### src/clkrng_pkg.sv
package clkrng_pkg;
  localparam int unsigned   CLKRNG_ADDR_W           = 15;
  localparam int unsigned   CLKRNG_POS_W            = 24;
  localparam int unsigned   CLKRNG_FS_W             = 16;
  localparam int unsigned   CLKRNG_DSEL_W           = 4;
  // byte offsets
  localparam logic [14:0]   CLKRNG_OFS_CLK_CTRL     = 15'h002a;
  localparam logic [14:0]   CLKRNG_OFS_SUPPLY       = 15'h002b;
  localparam logic [14:0]   CLKRNG_OFS_EDGE_POS     = 15'h002c;
  localparam logic [14:0]   CLKRNG_OFS_FULLSCALE    = 15'h0030;
  // reset values
  localparam logic [7:0]    CLKRNG_RST_CLK_CTRL     = 8'h00;
  localparam logic [7:0]    CLKRNG_RST_SUPPLY       = 8'h10;
  localparam logic [23:0]   CLKRNG_RST_EDGE_POS     = 24'h000000;
  localparam logic [15:0]   CLKRNG_RST_FULLSCALE    = 16'ha000;
  // field positions
  localparam int unsigned   CLKRNG_BIT_INVERT       = 0;
  localparam int unsigned   CLKRNG_BIT_REF_PECL     = 1;
  localparam int unsigned   CLKRNG_BIT_DEV_PECL     = 2;
  localparam int unsigned   CLKRNG_BIT_CLK_QUIET    = 0;
  localparam int unsigned   CLKRNG_BIT_CORE_QUIET   = 2;
  // full-scale codes and idle read value
  localparam logic [15:0]   CLKRNG_FS_MAX_CODE      = 16'hffff;
  localparam logic [15:0]   CLKRNG_FS_MIN_GOOD_CODE = 16'h2000;
  localparam logic [7:0]    CLKRNG_READ_IDLE        = 8'h00;
endpackage

### src/clkrng_align_if.sv
`timescale 1ns/1ns
`default_nettype none
interface clkrng_align_if;
  import clkrng_pkg::*;
  logic                     invert;
  logic [CLKRNG_DSEL_W-1:0] delay_sel;
  logic [CLKRNG_POS_W-1:0]  edge_pos;
  logic                     edge_seen;
  modport bank (output invert, output delay_sel,
                input edge_pos, input edge_seen);
  modport capture (input invert, input delay_sel,
                   output edge_pos, output edge_seen);
endinterface
`default_nettype wire

### src/clkrng_align_capture.sv
`timescale 1ns/1ns
`default_nettype none
module clkrng_align_capture
  import clkrng_pkg::*;
#(
  parameter int unsigned DEPTH = 16
) (
  input  wire logic                    core_clk_i,
  input  wire logic                    rstn_i,
  input  wire logic                    alignref_i,
  input  wire logic [CLKRNG_POS_W-1:0] edge_window_i,
  clkrng_align_if.capture              aif,
  output logic                         alignref_aligned_o
);
  // ==========================================================
  // polarity and delay line
  logic             ref_pol;
  logic             ref_prev_r;
  logic [DEPTH-1:0] dly_r;

  // optional inversion
  assign ref_pol = alignref_i ^ aif.invert;

  always_ff @(posedge core_clk_i) begin
    if (!rstn_i) begin
      dly_r      <= '0;
      ref_prev_r <= 1'b0;
    end else begin
      dly_r      <= {dly_r[DEPTH-2:0], ref_pol};
      ref_prev_r <= ref_pol;
    end
  end

  // selected capture delay tap
  always_ff @(posedge core_clk_i) begin
    if (!rstn_i) begin
      alignref_aligned_o <= 1'b0;
    end else begin
      alignref_aligned_o <= dly_r[aif.delay_sel];
    end
  end

  // ==========================================================
  // edge position capture
  // window sampled on rising edge
  always_ff @(posedge core_clk_i) begin
    if (!rstn_i) begin
      aif.edge_pos  <= CLKRNG_RST_EDGE_POS;
      aif.edge_seen <= 1'b0;
    end else begin
      aif.edge_seen <= ref_pol & ~ref_prev_r;
      if (ref_pol && !ref_prev_r) begin
        aif.edge_pos <= edge_window_i;
      end
    end
  end
endmodule
`default_nettype wire

### src/clkrng_bank.sv
`timescale 1ns/1ns
`default_nettype none
// Operation
// software rewrites reserved bits with defaults
// bit 0 at 0x2a inverts alignment reference
// bit 2 selects pecl for device clock
// bit 1 selects pecl for alignment reference
// bit 2 at 0x2b enables core supply quieting
// bit 0 enables clock supply quieting
// read-only 24-bit edge position at 0x2c
// software picks delay from edge position
// 16-bit range at 0x30, resets 0xa000
// software avoids range codes below 0x2000
// code 0xffff is maximum full scale
// 4-bit delay select chooses capture delay
module clkrng_bank
  import clkrng_pkg::*;
(
  input  wire logic                     core_clk_i,
  input  wire logic                     rstn_i,
  input  wire logic [CLKRNG_ADDR_W-1:0] reg_addr_i,
  input  wire logic                     reg_wr_i,
  input  wire logic [7:0]               reg_wdata_i,
  input  wire logic                     reg_rd_i,
  output logic [7:0]                    reg_rdata_o,
  output logic                          reg_rvalid_o,
  input  wire logic [CLKRNG_DSEL_W-1:0] alignref_delay_select_i,
  input  wire logic                     alignref_i,
  input  wire logic [CLKRNG_POS_W-1:0]  edge_window_i,
  output logic                          alignref_aligned_o,
  output logic                          devclock_pecl_input_select_o,
  output logic                          alignref_pecl_input_select_o,
  output logic                          core_supply_quiet_enable_o,
  output logic                          clock_supply_quiet_enable_o,
  output logic [CLKRNG_FS_W-1:0]        analog_fullscale_setting_o,
  output logic                          fullscale_at_max_o,
  output logic                          fullscale_below_min_o,
  output logic                          edge_captured_o
);
  // ==========================================================
  // storage
  logic [7:0]              clock_input_control_r;
  logic [7:0]              supply_noise_control_r;
  logic [CLKRNG_FS_W-1:0]  analog_fullscale_setting_r;
  logic [7:0]              rdata_nxt;

  clkrng_align_if aif ();

  function automatic logic hit(input logic [CLKRNG_ADDR_W-1:0] a,
                               input logic [CLKRNG_ADDR_W-1:0] base);
    return a == base;
  endfunction

  // whole byte stored, reserved bits included
  always_ff @(posedge core_clk_i) begin
    if (!rstn_i) begin
      clock_input_control_r <= CLKRNG_RST_CLK_CTRL;
    end else if (reg_wr_i && hit(reg_addr_i, CLKRNG_OFS_CLK_CTRL)) begin
      clock_input_control_r <= reg_wdata_i;
    end
  end

  always_ff @(posedge core_clk_i) begin
    if (!rstn_i) begin
      supply_noise_control_r <= CLKRNG_RST_SUPPLY;
    end else if (reg_wr_i && hit(reg_addr_i, CLKRNG_OFS_SUPPLY)) begin
      supply_noise_control_r <= reg_wdata_i;
    end
  end

  // range register, low byte at base
  always_ff @(posedge core_clk_i) begin
    if (!rstn_i) begin
      analog_fullscale_setting_r <= CLKRNG_RST_FULLSCALE;
    end else if (reg_wr_i) begin
      if (hit(reg_addr_i, CLKRNG_OFS_FULLSCALE)) begin
        analog_fullscale_setting_r[7:0] <= reg_wdata_i;
      end
      if (hit(reg_addr_i, CLKRNG_OFS_FULLSCALE + 15'h0001)) begin
        analog_fullscale_setting_r[15:8] <= reg_wdata_i;
      end
    end
  end

  // ==========================================================
  // read path
  // edge position readable, writes ignored
  always_comb begin
    rdata_nxt = CLKRNG_READ_IDLE;
    if (hit(reg_addr_i, CLKRNG_OFS_CLK_CTRL)) begin
      rdata_nxt = clock_input_control_r;
    end else if (hit(reg_addr_i, CLKRNG_OFS_SUPPLY)) begin
      rdata_nxt = supply_noise_control_r;
    end else if (hit(reg_addr_i, CLKRNG_OFS_EDGE_POS)) begin
      rdata_nxt = aif.edge_pos[7:0];
    end else if (hit(reg_addr_i, CLKRNG_OFS_EDGE_POS + 15'h0001)) begin
      rdata_nxt = aif.edge_pos[15:8];
    end else if (hit(reg_addr_i, CLKRNG_OFS_EDGE_POS + 15'h0002)) begin
      rdata_nxt = aif.edge_pos[23:16];
    end else if (hit(reg_addr_i, CLKRNG_OFS_FULLSCALE)) begin
      rdata_nxt = analog_fullscale_setting_r[7:0];
    end else if (hit(reg_addr_i, CLKRNG_OFS_FULLSCALE + 15'h0001)) begin
      rdata_nxt = analog_fullscale_setting_r[15:8];
    end
  end

  always_ff @(posedge core_clk_i) begin
    if (!rstn_i) begin
      reg_rdata_o <= CLKRNG_READ_IDLE;
    end else if (reg_rd_i) begin
      reg_rdata_o <= rdata_nxt;
    end
  end

  // one-cycle answer strobe
  always_ff @(posedge core_clk_i) begin
    if (!rstn_i) begin
      reg_rvalid_o <= 1'b0;
    end else begin
      reg_rvalid_o <= reg_rd_i;
    end
  end

  // ==========================================================
  // controls out
  // inversion to capture path
  assign aif.invert    = clock_input_control_r[CLKRNG_BIT_INVERT];
  // delay select from outside field
  assign aif.delay_sel = alignref_delay_select_i;

  // device clock pecl select
  always_ff @(posedge core_clk_i) begin
    if (!rstn_i) begin
      devclock_pecl_input_select_o <=
        CLKRNG_RST_CLK_CTRL[CLKRNG_BIT_DEV_PECL];
    end else begin
      devclock_pecl_input_select_o <=
        clock_input_control_r[CLKRNG_BIT_DEV_PECL];
    end
  end

  // reference pecl select
  always_ff @(posedge core_clk_i) begin
    if (!rstn_i) begin
      alignref_pecl_input_select_o <=
        CLKRNG_RST_CLK_CTRL[CLKRNG_BIT_REF_PECL];
    end else begin
      alignref_pecl_input_select_o <=
        clock_input_control_r[CLKRNG_BIT_REF_PECL];
    end
  end

  // core supply quieting
  always_ff @(posedge core_clk_i) begin
    if (!rstn_i) begin
      core_supply_quiet_enable_o <=
        CLKRNG_RST_SUPPLY[CLKRNG_BIT_CORE_QUIET];
    end else begin
      core_supply_quiet_enable_o <=
        supply_noise_control_r[CLKRNG_BIT_CORE_QUIET];
    end
  end

  // clock supply quieting
  always_ff @(posedge core_clk_i) begin
    if (!rstn_i) begin
      clock_supply_quiet_enable_o <=
        CLKRNG_RST_SUPPLY[CLKRNG_BIT_CLK_QUIET];
    end else begin
      clock_supply_quiet_enable_o <=
        supply_noise_control_r[CLKRNG_BIT_CLK_QUIET];
    end
  end

  // range code to the analog front end
  always_ff @(posedge core_clk_i) begin
    if (!rstn_i) begin
      analog_fullscale_setting_o <= CLKRNG_RST_FULLSCALE;
    end else begin
      analog_fullscale_setting_o <= analog_fullscale_setting_r;
    end
  end

  // maximum full-scale code
  always_ff @(posedge core_clk_i) begin
    if (!rstn_i) begin
      fullscale_at_max_o <= CLKRNG_RST_FULLSCALE == CLKRNG_FS_MAX_CODE;
    end else begin
      fullscale_at_max_o <=
        analog_fullscale_setting_r == CLKRNG_FS_MAX_CODE;
    end
  end

  // flags degraded range codes
  always_ff @(posedge core_clk_i) begin
    if (!rstn_i) begin
      fullscale_below_min_o <=
        CLKRNG_RST_FULLSCALE < CLKRNG_FS_MIN_GOOD_CODE;
    end else begin
      fullscale_below_min_o <=
        analog_fullscale_setting_r < CLKRNG_FS_MIN_GOOD_CODE;
    end
  end

  // capture strobe, one cycle after the latch
  always_ff @(posedge core_clk_i) begin
    if (!rstn_i) begin
      edge_captured_o <= 1'b0;
    end else begin
      edge_captured_o <= aif.edge_seen;
    end
  end

  clkrng_align_capture #(
    .DEPTH (16)
  ) u_capture (
    .core_clk_i         (core_clk_i),
    .rstn_i             (rstn_i),
    .alignref_i         (alignref_i),
    .edge_window_i      (edge_window_i),
    .aif                (aif.capture),
    .alignref_aligned_o (alignref_aligned_o)
  );
endmodule
`default_nettype wire

### config.mk
export PLATFORM = sky130hd
export DESIGN_NAME = clkrng_bank
export DESIGN_NICKNAME = d
export VERILOG_FILES = /design/src/clkrng_pkg.sv /design/src/clkrng_align_if.sv /design/src/clkrng_align_capture.sv /design/src/clkrng_bank.sv
export SDC_FILE = /design/constraint.sdc
export NUM_CORES = 1
export LEC_CHECK = 0
export BUFFER_PORTS_ARGS = -buffer_cell sky130_fd_sc_hd__buf_2
export CORE_MARGIN = 1.5
export CORE_UTILIZATION = 49
export DETAILED_ROUTE_END_ITERATION = 7
export PLACE_DENSITY = 0.76
export SLEW_MARGIN = 10
export SYNTH_ARGS = -nofsm -noshare
export SYNTH_HDL_FRONTEND = slang
export SYNTH_SLANG_ARGS = --single-unit
### constraint.sdc
create_clock -name core_clk_i -period 1.6 [get_ports core_clk_i]
set_clock_uncertainty 0.05 [all_clocks]
set_input_delay 0.08 -clock core_clk_i [delete_from_list [all_inputs] [get_ports core_clk_i]]
set_output_delay 0.08 -clock core_clk_i [all_outputs]
set_load 0.005 [all_outputs]
Yosys cells after proc, flatten, opt, wreduce, memory -nomap -nowiden
Index checks and enable logic that the tools add are counted.
{"block": "totals", "latchBits": 0, "register_bits": 107, "memories": 0, "rom_bits": 0, "mem_bits_rw": 0, "output_inout_bits": 33, "in_bits": 56, "wordCells": 47}
{"block": "classes", "n_bitwise": 3, "multipliers": 0, "n_eq_ne": 8, "n_lt_le_gt_ge": 2, "shift": 0, "div": 0, "n_mux": 9, "n_reduce_logical": 6, "addsub": 0}
{"operator": "$eq 15x6->1 const B", "n": 7}
{"operator": "$mux 8", "n": 7}
{"operator": "$eq 16x16->1 const B", "n": 1}
{"operator": "$lt 16x14->1 const B", "n": 1}
{"operator": "$lt 4x5->1 const B", "n": 1}
{"operator": "$bmux 1 s4", "n": 1}
{"operator": "$reduce_and 2->1", "n": 2}
{"operator": "$logic_and 1x1->1", "n": 3}
{"operator": "$and 1x1->1", "n": 1}
{"operator": "$logic_not 1->1", "n": 1}
{"operator": "$mux 1", "n": 1}
{"operator": "$not 1->1", "n": 1}
{"operator": "$xor 1x1->1", "n": 1}

Logic depth before layout (Yosys ltp)
Gate-level depths: netlist of run 1.
{"block": "logic_depth", "depth_word": 8, "depth_mapped": 7, "ltp_nobuf": 5}

Cells and area by module
Synthesis of run 1 repeated with hierarchy kept, for this count alone.
{"block": "hier_totals", "cells_unflattened": 471, "hier_area_um2": 4349.2}
{"module": "clkrng_bank", "cells_per_inst": 310, "area_per_inst_um2": 2803.9, "instances": 1}
{"module": "clkrng_align_capture", "cells_per_inst": 161, "area_per_inst_um2": 1545.2, "instances": 1}

Least setup slack after synthesis of run 1
No wires, ideal clock.
{"block": "synth_timing", "path_type": "input to register", "start": "input port reg_addr_i[9]", "end": "register clock_input_control_r[0]", "path_buffers": 2, "required_time_ns": 1.434, "setup_slack_ns": 0.099, "arrival_time_ns": 1.335, "cell_stages": 7, "path_cell_list": "nor4_4 -> and4_1 -> buf_4 -> nor3b_2 -> buf_6 -> mux2i_1 -> nor2b_1"}
{"block": "synth_via", "elab_chain_cells": 2}
{"item": "start, declared", "line": "clkrng_bank.sv:21", "text": "input wire logic [CLKRNG_ADDR_W-1:0] reg_addr_i,"}
{"item": "$eq 15x6->1", "line": "clkrng_bank.sv:51", "text": "return a == base;"}
{"item": "$logic_and 1x1->1", "line": "clkrng_bank.sv:58", "text": "end else if (reg_wr_i && hit(reg_addr_i, CLKRNG_OFS_CLK_CTRL)) begin"}
{"item": "end signal, assigned", "line": "clkrng_bank.sv:59", "text": "clock_input_control_r <= reg_wdata_i;"}
{"item": "end, declared", "line": "clkrng_bank.sv:42", "text": "logic [7:0] clock_input_control_r;"}
Every way passes these cells.
A chain may end at the register's enable or synchronous reset.

Worst setup path in the final report of run 1
{"block": "layout_timing", "start": "register u_capture.dly_r[7]", "end": "register u_capture.alignref_aligned_o"}
{"block": "layout_via", "elab_chain_cells": 2}
{"item": "start, declared", "line": "clkrng_align_capture.sv:19", "text": "logic [DEPTH-1:0] dly_r;"}
{"item": "start signal, assigned", "line": "clkrng_align_capture.sv:29", "text": "dly_r <= {dly_r[DEPTH-2:0], ref_pol};"}
{"item": "$bmux 1 s4", "line": "clkrng_align_capture.sv:39", "text": "alignref_aligned_o <= dly_r[aif.delay_sel];"}
{"item": "$mux 1 (not written as such)", "line": "clkrng_align_capture.sv:39"}
{"item": "end signal, assigned", "line": "clkrng_align_capture.sv:39"}
{"item": "end, declared", "line": "clkrng_align_capture.sv:13", "text": "output logic alignref_aligned_o"}
Every way passes these cells. The select of a mux whose other input is x is not followed.

==> summary.md, run 1 <==
## Timing
• final clock period utilization by the worst path: 0.970
• Hold Vio Cnt, Final: 0
• Fmax achieved: 644 MHz
• Slew HR: 0.694
• final hold slack: 0.00633 ns
• fin worst setup slack: 0.0478 ns
• number of endpoints failing setup at the final stage: 0
• worst slew pin tran: 0.459 ns
• Min Clock Period, post-route: 1.55 ns
• unrepaired setup endpoints after global routing: false
• number of max-slew violations in the final report: 0

## Yosys
• Async SR Flop Fraction: 0
• number of flip-flops and latches in the synthesized netlist: 106
• number of standard cells after synthesis: 454
• Netlist cell types: 47
• mean cell area of the mapped netlist: 9.68 um2
• EDFF count, synth: 0
• prevailing post-synth register cell: dfxtp_1
• warning count from the yosys run: 0
• largest family of logic cells by synthesized area: simple AND/OR/NAND/NOR gates
• Cell Area, Synth: 0.00440 mm2
• fraction of the mapped netlist area in adder cells: 0
• Post-Synthesis Net Count: 510
• share of synthesized area occupied by flip-flops and latches: 0.483
• post-synthesis xor/xnor area fraction: 0.00199
• mux share of post-synthesis cell area: 0.117
• share of synthesized cell area in and, or, nand and nor gates: 0.236
• compound-gate portion of the synthesized area: 0.124

## Final layout
• fraction of layout instances using a drive strength above 1: 0.258
• post-route insts no fill: 697
• number of nets in the layout: 640
• most frequent standard cell in the layout excluding fill and tap cells: dfxtp_1
• # diodes: 0
• highest-count cells in the layout ignoring fill and taps: dfxtp_1, buf_2, nand2_1, mux2i_1, and2_1
• post-layout utilization of the core: 0.646
• number of fillers in the final layout: 686
• final instance area: 0.00564 mm2
• layout-stage area growth over the synthesis result: 28.2%

## CTS
• clk slew on worst S/H paths: 0.10 ns
• H-tree depth: 3
• TritonCTS clock tree: yes
• clock sink count: 106
• CTS root buffer: clkbuf_8
• maximum clock path buffer count: 2
• CTS buffer count: 9
• source-to-sink clock delay at the later pin of the worst-skew pair: 0.36 ns
• number of setup buffers added after CTS: 0

## Worst setup path
• stage delay of the slowest cell on the critical path: 0.47 ns
• worst path cell trace: mux4_2, mux4_2, and2_1
• slowest stage cell on the critical path: mux4_2
• Worst setup SP type: register
• cell seen most often among critical-path stages: mux4_2
• reg2reg start: u_capture.dly_r[7]$_SDFF_PN0_
• number of buffers and inverters on the critical path: 0
• worst-case reg-to-reg path depth: 3
• type of destination of the critical path: register
• Crit path arrival time: 1.77 ns
• top cell family by delay on the critical path: multiplexers
• critical-path maximum fanout: 2
• minimum setup slack among reg-to-reg paths: 0.05 ns
• Worst R2R End: u_capture.alignref_aligned_o$_SDFF_PN0_
• Setup CP Type: register to register
• CP required: 1.82 ns

## GRT
• global routing usage summed across all routing layers: 0.235
• wire length of the first global-routing pass: 17,900 um
• initial antenna violation count: 0
• total congestion overflow: 0
• number of global-route vias before repair: 3,681
• pin count of the biggest net entering global routing: 65

## Floorplan
• area inside the core boundary: 0.00872 mm2
• Horiz. Die Dim: 97.7 um
• height of the die: 97.7 um
• Cell Rows: 34
• I/O pins: 89
• initial core utilization: 0.504
• die area: 0.00955 mm2

## Worst hold path
• endpoint of the worst hold path: analog_fullscale_setting_r[14]$_SDFFE_PN0P_
• Hold Crit Start: reg_wdata_i[6]
• min-delay worst type: primary input to register
• hold path cells: 3

## Job
• total of max-cap violations: 0

## Run status
• status: complete, no violations

## Placed design
• DP HPWL: 7820 um
• gpl congestion: 0.895
• Placed Area: 0.00511 mm2
• count of buffers from port buffering: 88
• post-placement cell count: 652
• Setup WS pre-CTS: -0.137 ns

## Route
• Detailed Route Iter0 Violations: 277
• Routed WL: 10,700 um
• vias per cell: 5.34
• drt first pass iters: 7
• via count: 3,725
• Post-DRT Antenna Nets: 0
• post-route DRC violation count: 0
• average wire per standard cell: 15.4 um

## Pwr
• power per standard cell area: 880 mW/mm2
• maximum ir drop on the vdd rail: 0.448 mV
• leakage power: 2.27 nW

[registers in the layout (all words and copies together) (netlist names), 8 cells and up]
signal	count
supply_noise_control_r	8
analog_fullscale_setting_r	16
u_capture.dly_r	16
reg_rdata_o	8
analog_fullscale_setting_o	16
clock_input_control_r	8
u_capture.aif.edge_pos	24
[Yosys cell counts, drive strengths merged (2+ instances only)]
master / count / area share
o22ai: 13 / 0.019
a211oi: 8 / 0.014
nand4: 12 / 0.017
nor2b: 34 / 0.048
buf: 9 / 0.013
mux4: 5 / 0.026
nor4bb: 2 / 0.0046
and4: 3 / 0.0060
nor3b: 3 / 0.0074
mux2i: 39 / 0.089
nor4: 2 / 0.0063
nand2b: 3 / 0.0043
nor2: 14 / 0.012
inv: 8 / 0.0068
o21ai: 9 / 0.010
a21boi: 25 / 0.044
nand3: 3 / 0.0057
a22oi: 8 / 0.014
nor3: 3 / 0.0071
nand2: 61 / 0.052
and2: 37 / 0.053
nor4b: 2 / 0.0040
o31ai: 6 / 0.010
clkbuf: 21 / 0.018
a21oi: 8 / 0.0091
dfxtp: 106 / 0.48
[cell type report]
cell class                      instances  area (um2)  share of cell area
Clock buffer                            9         124              0.0220
Clock inverter                          7         108              0.0191
Inverter                                8        30.0             0.00533
Multi-Input combinational cell        310        2110               0.374
Sequential cell                       106        2120               0.377
Tap cell                              108         135              0.0240
Timing Repair Buffer                  149        1010               0.179
[kinds of logic after synthesis]
| kind of cell | Yosys count |
|---|---|
| buffers and inverters | 38 |
| DFF | 106 |
| muxes | 45 |
| AOI/OAI and AO/OA | 80 |
| xor gates and xnor gates | 1 |
| and+or+nand+nor | 184 |
[timing repair]
item,4_1_cts,5_1_grt
hold endpoints to repair,29,0
endpoints found under the setup margin,0,2
resized for setup,0,1
hold buffers,29,0
[worst max-delay path by stage]
stage	cells after the start	end	slack, ns	startpoint
CTS	3	u_capture.alignref_aligned_o$_SDFF_PN0_	0.04	u_capture.dly_r[7]$_SDFF_PN0_
detailed placement	7	clock_input_control_r[0]$_SDFFE_PN0P_	-0.14	reg_addr_i[4]
global route	3	u_capture.alignref_aligned_o$_SDFF_PN0_	0.007	u_capture.dly_r[7]$_SDFF_PN0_
floorplan	7	clock_input_control_r[0]$_SDFFE_PN0P_	0.1	reg_addr_i[9]
global placement	7	analog_fullscale_setting_r[4]$_SDFFE_PN0P_	-0.07	reg_addr_i[7]
finish	3	u_capture.alignref_aligned_o$_SDFF_PN0_	0.05	u_capture.dly_r[7]$_SDFF_PN0_
[through the flow]
stage          setup TNS (ns)  power [mW]
2_1_floorplan               0        2.93
3_3_place_gp           -0.994        3.09
3_5_place_dp            -2.35        3.11
4_1_cts                     0        4.99
5_1_grt                     0        5.15
6_report                    0        4.96
[metal layers]
layer | part of all wire | global-route usage | vias to the layer above
met5 | 0 | 0 | -
met4 | 0.015 | 0.0692 | 0
met3 | 0.055 | 0.0446 | 23
met2 | 0.49 | 0.400 | 136
met1 | 0.44 | 0.304 | 1730
li1 | - | - | 1836
[worst register-to-register path, cell delays in order, from the launching register on]
cell	delay, ns
dfxtp_1	0.33
mux4_2	0.47
mux4_2	0.45
and2_1	0.16
[power breakdown]
| part | leakage [nW] | switching (mW) | internal (mW) | total, mW |
|---|---|---|---|---|
| Combinational | 1.30 | 0.197 | 0.208 | 0.405 |
| Sequential | 0.859 | 0.0217 | 2.68 | 2.70 |
| Clock | 0.114 | 0.944 | 0.911 | 1.86 |
| Total | 2.27 | 1.16 | 3.80 | 4.96 |
Note: power is estimated with default switching activity, not from simulation.
==> inputs of run 2 (changes only) <==
--- a/config.mk
+++ b/config.mk
@@ -5,11 +5,12 @@
 export SDC_FILE = /design/constraint.sdc
 export NUM_CORES = 1
 export LEC_CHECK = 0
+export ABC_AREA = 1
 export BUFFER_PORTS_ARGS = -buffer_cell sky130_fd_sc_hd__buf_2
 export CORE_MARGIN = 1.5
 export CORE_UTILIZATION = 49
 export DETAILED_ROUTE_END_ITERATION = 7
-export PLACE_DENSITY = 0.76
+export PLACE_DENSITY = 0.77
 export SLEW_MARGIN = 10
 export SYNTH_ARGS = -nofsm -noshare
 export SYNTH_HDL_FRONTEND = slang
==> summary.md, run 2 <==
## CTS
• TritonCTS clock tree: yes
• count of cells resized by post-cts repair: 0, unchanged
• count of hold-fix buffers inserted at cts: 35, +21%
• source-to-sink clock delay at the later pin of the worst-skew pair: 0.37 ns, about the same
• H-tree depth: 3, unchanged
• clk slew on worst S/H paths: 0.10 ns, about the same
• number of setup buffers added after CTS: 0, unchanged
• CTS root buffer: clkbuf_8
• clock sink count: 106, unchanged
• CTS buffer count: 9, unchanged
• maximum clock path buffer count: 2, unchanged

## Floorplan
• initial core utilization: 0.513, +0.00933
• Cell Rows: 33, -2.9%
• area inside the core boundary: 0.00834 mm2, -4.4%
• height of the die: 96.5 um, -1.3%
• I/O pins: 89, unchanged
• die area: 0.00931 mm2, -2.5%
• Horiz. Die Dim: 96.5 um, -1.3%

## Final layout
• post-route insts no fill: 807, +16%
• final instance area: 0.00540 mm2, -4.1%
• number of nets in the layout: 753, +18%
• # diodes: 0, unchanged
• fraction of layout instances using a drive strength above 1: 0.197, -0.0615
• highest-count cells in the layout ignoring fill and taps: dfxtp_1, nand2_1, buf_2, inv_1, nor2_1
• number of fillers in the final layout: 732, +6.7%
• most frequent standard cell in the layout excluding fill and tap cells: dfxtp_1
• Biggest register: u_capture.aif.edge_pos
• max reg flops: 24, unchanged
• layout-stage area growth over the synthesis result: 26.2%

## Route
• drt first pass iters: 5, -2
• Met2 Wirelength: 5470 um, +4.0%
• Post-DRT Antenna Nets: 0, unchanged
• Detailed Route Iter0 Violations: 184, -34%
• via count: 4,146, +11%
• routed length on met1: 4770 um, +0.89%
• vias per cell: 5.14, -3.9%
• top layer in use: met4
• Routed WL: 11,100 um, +3.0%
• post-route DRC violation count: 0, unchanged
• average wire per standard cell: 13.7 um, -11%
• routed wire length on met3: 654 um, +10%

## Pwr
• leakage power: 2.60 nW, +15%
• power per standard cell area: 865 mW/mm2, -1.7%
• final total power: 4.67 mW, -5.8%
• maximum ir drop on the vdd rail: 0.646 mV, +44%

## Worst setup path
• critical-path maximum fanout: 49, +47
• worst path cell trace: or2_2, nand3_1, buf_12, o21ai_0, a21oi_1
• stage delay of the slowest cell on the critical path: 0.36 ns, -0.11 ns
• CP required: 1.85 ns, +0.03 ns
• Worst setup SP type: register
• slowest stage cell on the critical path: dfxtp_1
• Setup CP Type: register to register
• number of buffers and inverters on the critical path: 1, +1
• type of destination of the critical path: register
• Crit path arrival time: 1.68 ns, -0.09 ns
• top cell family by delay on the critical path: simple AND/OR/NAND/NOR gates

## Yosys
• compound-gate portion of the synthesized area: 0.148, +0.0240
• Async SR Flop Fraction: 0, unchanged
• mux share of post-synthesis cell area: 0, -0.117
• Post-Synthesis Net Count: 629, +23%
• share of synthesized area occupied by flip-flops and latches: 0.496, +0.0128
• share of synthesized cell area in and, or, nand and nor gates: 0.250, +0.0145
• largest family of logic cells by synthesized area: simple AND/OR/NAND/NOR gates
• warning count from the yosys run: 0, unchanged
• prevailing post-synth register cell: dfxtp_1
• post-synthesis xor/xnor area fraction: 0, -0.00199
• EDFF count, synth: 0, unchanged
• largest cells by area after synthesis: dfxtp_1, nand2_1, inv_1
• cell types with the highest counts after synthesis: dfxtp_1, nand2_1, inv_1
• most common cell in the synthesized netlist: dfxtp_1
• area share of the largest cell type after synthesis: 0.496, +0.0128
• Cell Area, Synth: 0.00428 mm2, -2.6%
• number of flip-flops and latches in the synthesized netlist: 106, unchanged
• mean cell area of the mapped netlist: 7.47 um2, -23%
• leading area contributor after synthesis: dfxtp_1
• fraction of the mapped netlist area in adder cells: 0, unchanged
• Netlist cell types: 34, -28%
• number of standard cells after synthesis: 573, +26%

## Placed design
• Placed Area: 0.00487 mm2, -4.8%
• gpl congestion: 0.925, +3.4%
• Setup WS pre-CTS: -0.0116 ns, +0.125 ns
• DP HPWL: 7590 um, -2.9%
• post-placement cell count: 756, +16%
• count of buffers from port buffering: 88, unchanged

## Timing
• Slew HR: 0.732, +0.0377
• number of endpoints failing setup at the final stage: 0, unchanged
• Fmax achieved: 702 MHz, +8.9%
• worst slew pin tran: 0.399 ns, -0.0596 ns
• Min Clock Period, post-route: 1.43 ns, -0.127 ns
• fin worst setup slack: 0.175 ns, +0.127 ns
• Hold Vio Cnt, Final: 0, unchanged
• final clock period utilization by the worst path: 0.891, -0.0795
• unrepaired setup endpoints after global routing: false
• number of max-slew violations in the final report: 0, unchanged
• final hold slack: 0.0188 ns, +0.0124 ns

## GRT
• pin count of the biggest net entering global routing: 50, -23%
• wire length of the first global-routing pass: 17,800 um, -0.77%
• number of global-route vias before repair: 3,911, +6.2%
• global routing usage summed across all routing layers: 0.250, +0.0154
• initial antenna violation count: 0, unchanged
• total congestion overflow: 0, unchanged

## Job
• total of max-cap violations: 0, unchanged

## Worst hold path
• min-delay worst type: primary input to register

## Run status
• status: complete, no violations

## run 2: cell count changes in the layout (fill, tap and decap cells not counted), moves of 24 or more
cell / previous run / this run
mux2i_1: 39 / 0
nor2b_1: 33 / 0
o21ai_0: 8 / 58
nand2_1: 61 / 90
inv_1: 8 / 87
a21oi_1: 8 / 52
nand3_1: 1 / 48
nor2_1: 14 / 59
a21boi_0: 24 / 0
and2_1: 37 / 0
## run 2: path summary, 6_finish.rpt
path / slack [ns] / end / from / cells past startpoint
setup / recovery: 0.17 / u_capture.aif.edge_pos[17]$_SDFFE_PN0P_ / clock_input_control_r[0]$_SDFFE_PN0P_ / 5
hold / removal: 0.02 / u_capture.alignref_aligned_o$_SDFF_PN0_ / alignref_delay_select_i[2] / 3
setup reg to reg: 0.17 / u_capture.aif.edge_pos[17]$_SDFFE_PN0P_ / clock_input_control_r[0]$_SDFFE_PN0P_ / 5
hold reg to reg: 0.37 / edge_captured_o$_SDFF_PN0_ / u_capture.aif.edge_seen$_SDFF_PN0_ / 2
## run 2: tightest hold or removal path: cells and delay by family
| kind | cells | cell delay [ns] |
|---|---|---|
| AOI/OAI and AO/OA | 2 | 0.22 |
| buffers and inverters | 1 | 0.11 |
## run 2: where the power goes
| group | leakage (nW) | internal [mW] | switching (mW) | total (mW) |
|---|---|---|---|---|
| registers | 0.861 | 2.69 | 0.0250 | 2.72 |
| logic | 1.65 | 0.175 | 0.217 | 0.392 |
| clock network | 0.0936 | 0.596 | 0.967 | 1.56 |
| total | 2.60 | 3.46 | 1.21 | 4.67 |
## run 2: routing by layer
| layer | vias up | track usage |
|---|---|---|
| li1 | 2088 | - |
| met1 | 1900 | 0.297 |
| met2 | 135 | 0.443 |
| met3 | 23 | 0.0603 |
| met4 | 0 | 0.0773 |
| met5 | - | 0 |
## run 2: cells by family after synthesis
group | count (synthesis)
flip-flops | 106
buffers and inverters | 114
AND/OR/NAND/NOR | 232
AO/OA/AOI/OAI | 121
## run 2: final cells by class
| class | count | area, um2 | area share |
|---|---|---|---|
| Clock inverter | 7 | 61.3 | 0.0113 |
| Sequential cell | 106 | 2120 | 0.393 |
| Timing Repair Buffer | 136 | 913 | 0.169 |
| Tap cell | 105 | 131 | 0.0243 |
| Multi-Input combinational cell | 353 | 1710 | 0.316 |
| Clock buffer | 9 | 124 | 0.0229 |
| Inverter | 91 | 342 | 0.0632 |
## run 2: stage by stage
step / util / setup TNS (ns)
2_1_floorplan: - / 0
3_3_place_gp: 0.584 / 0
3_5_place_dp: 0.584 / -0.0253
4_1_cts: 0.648 / 0
5_1_grt: 0.648 / 0
6_report: 0.648 / 0
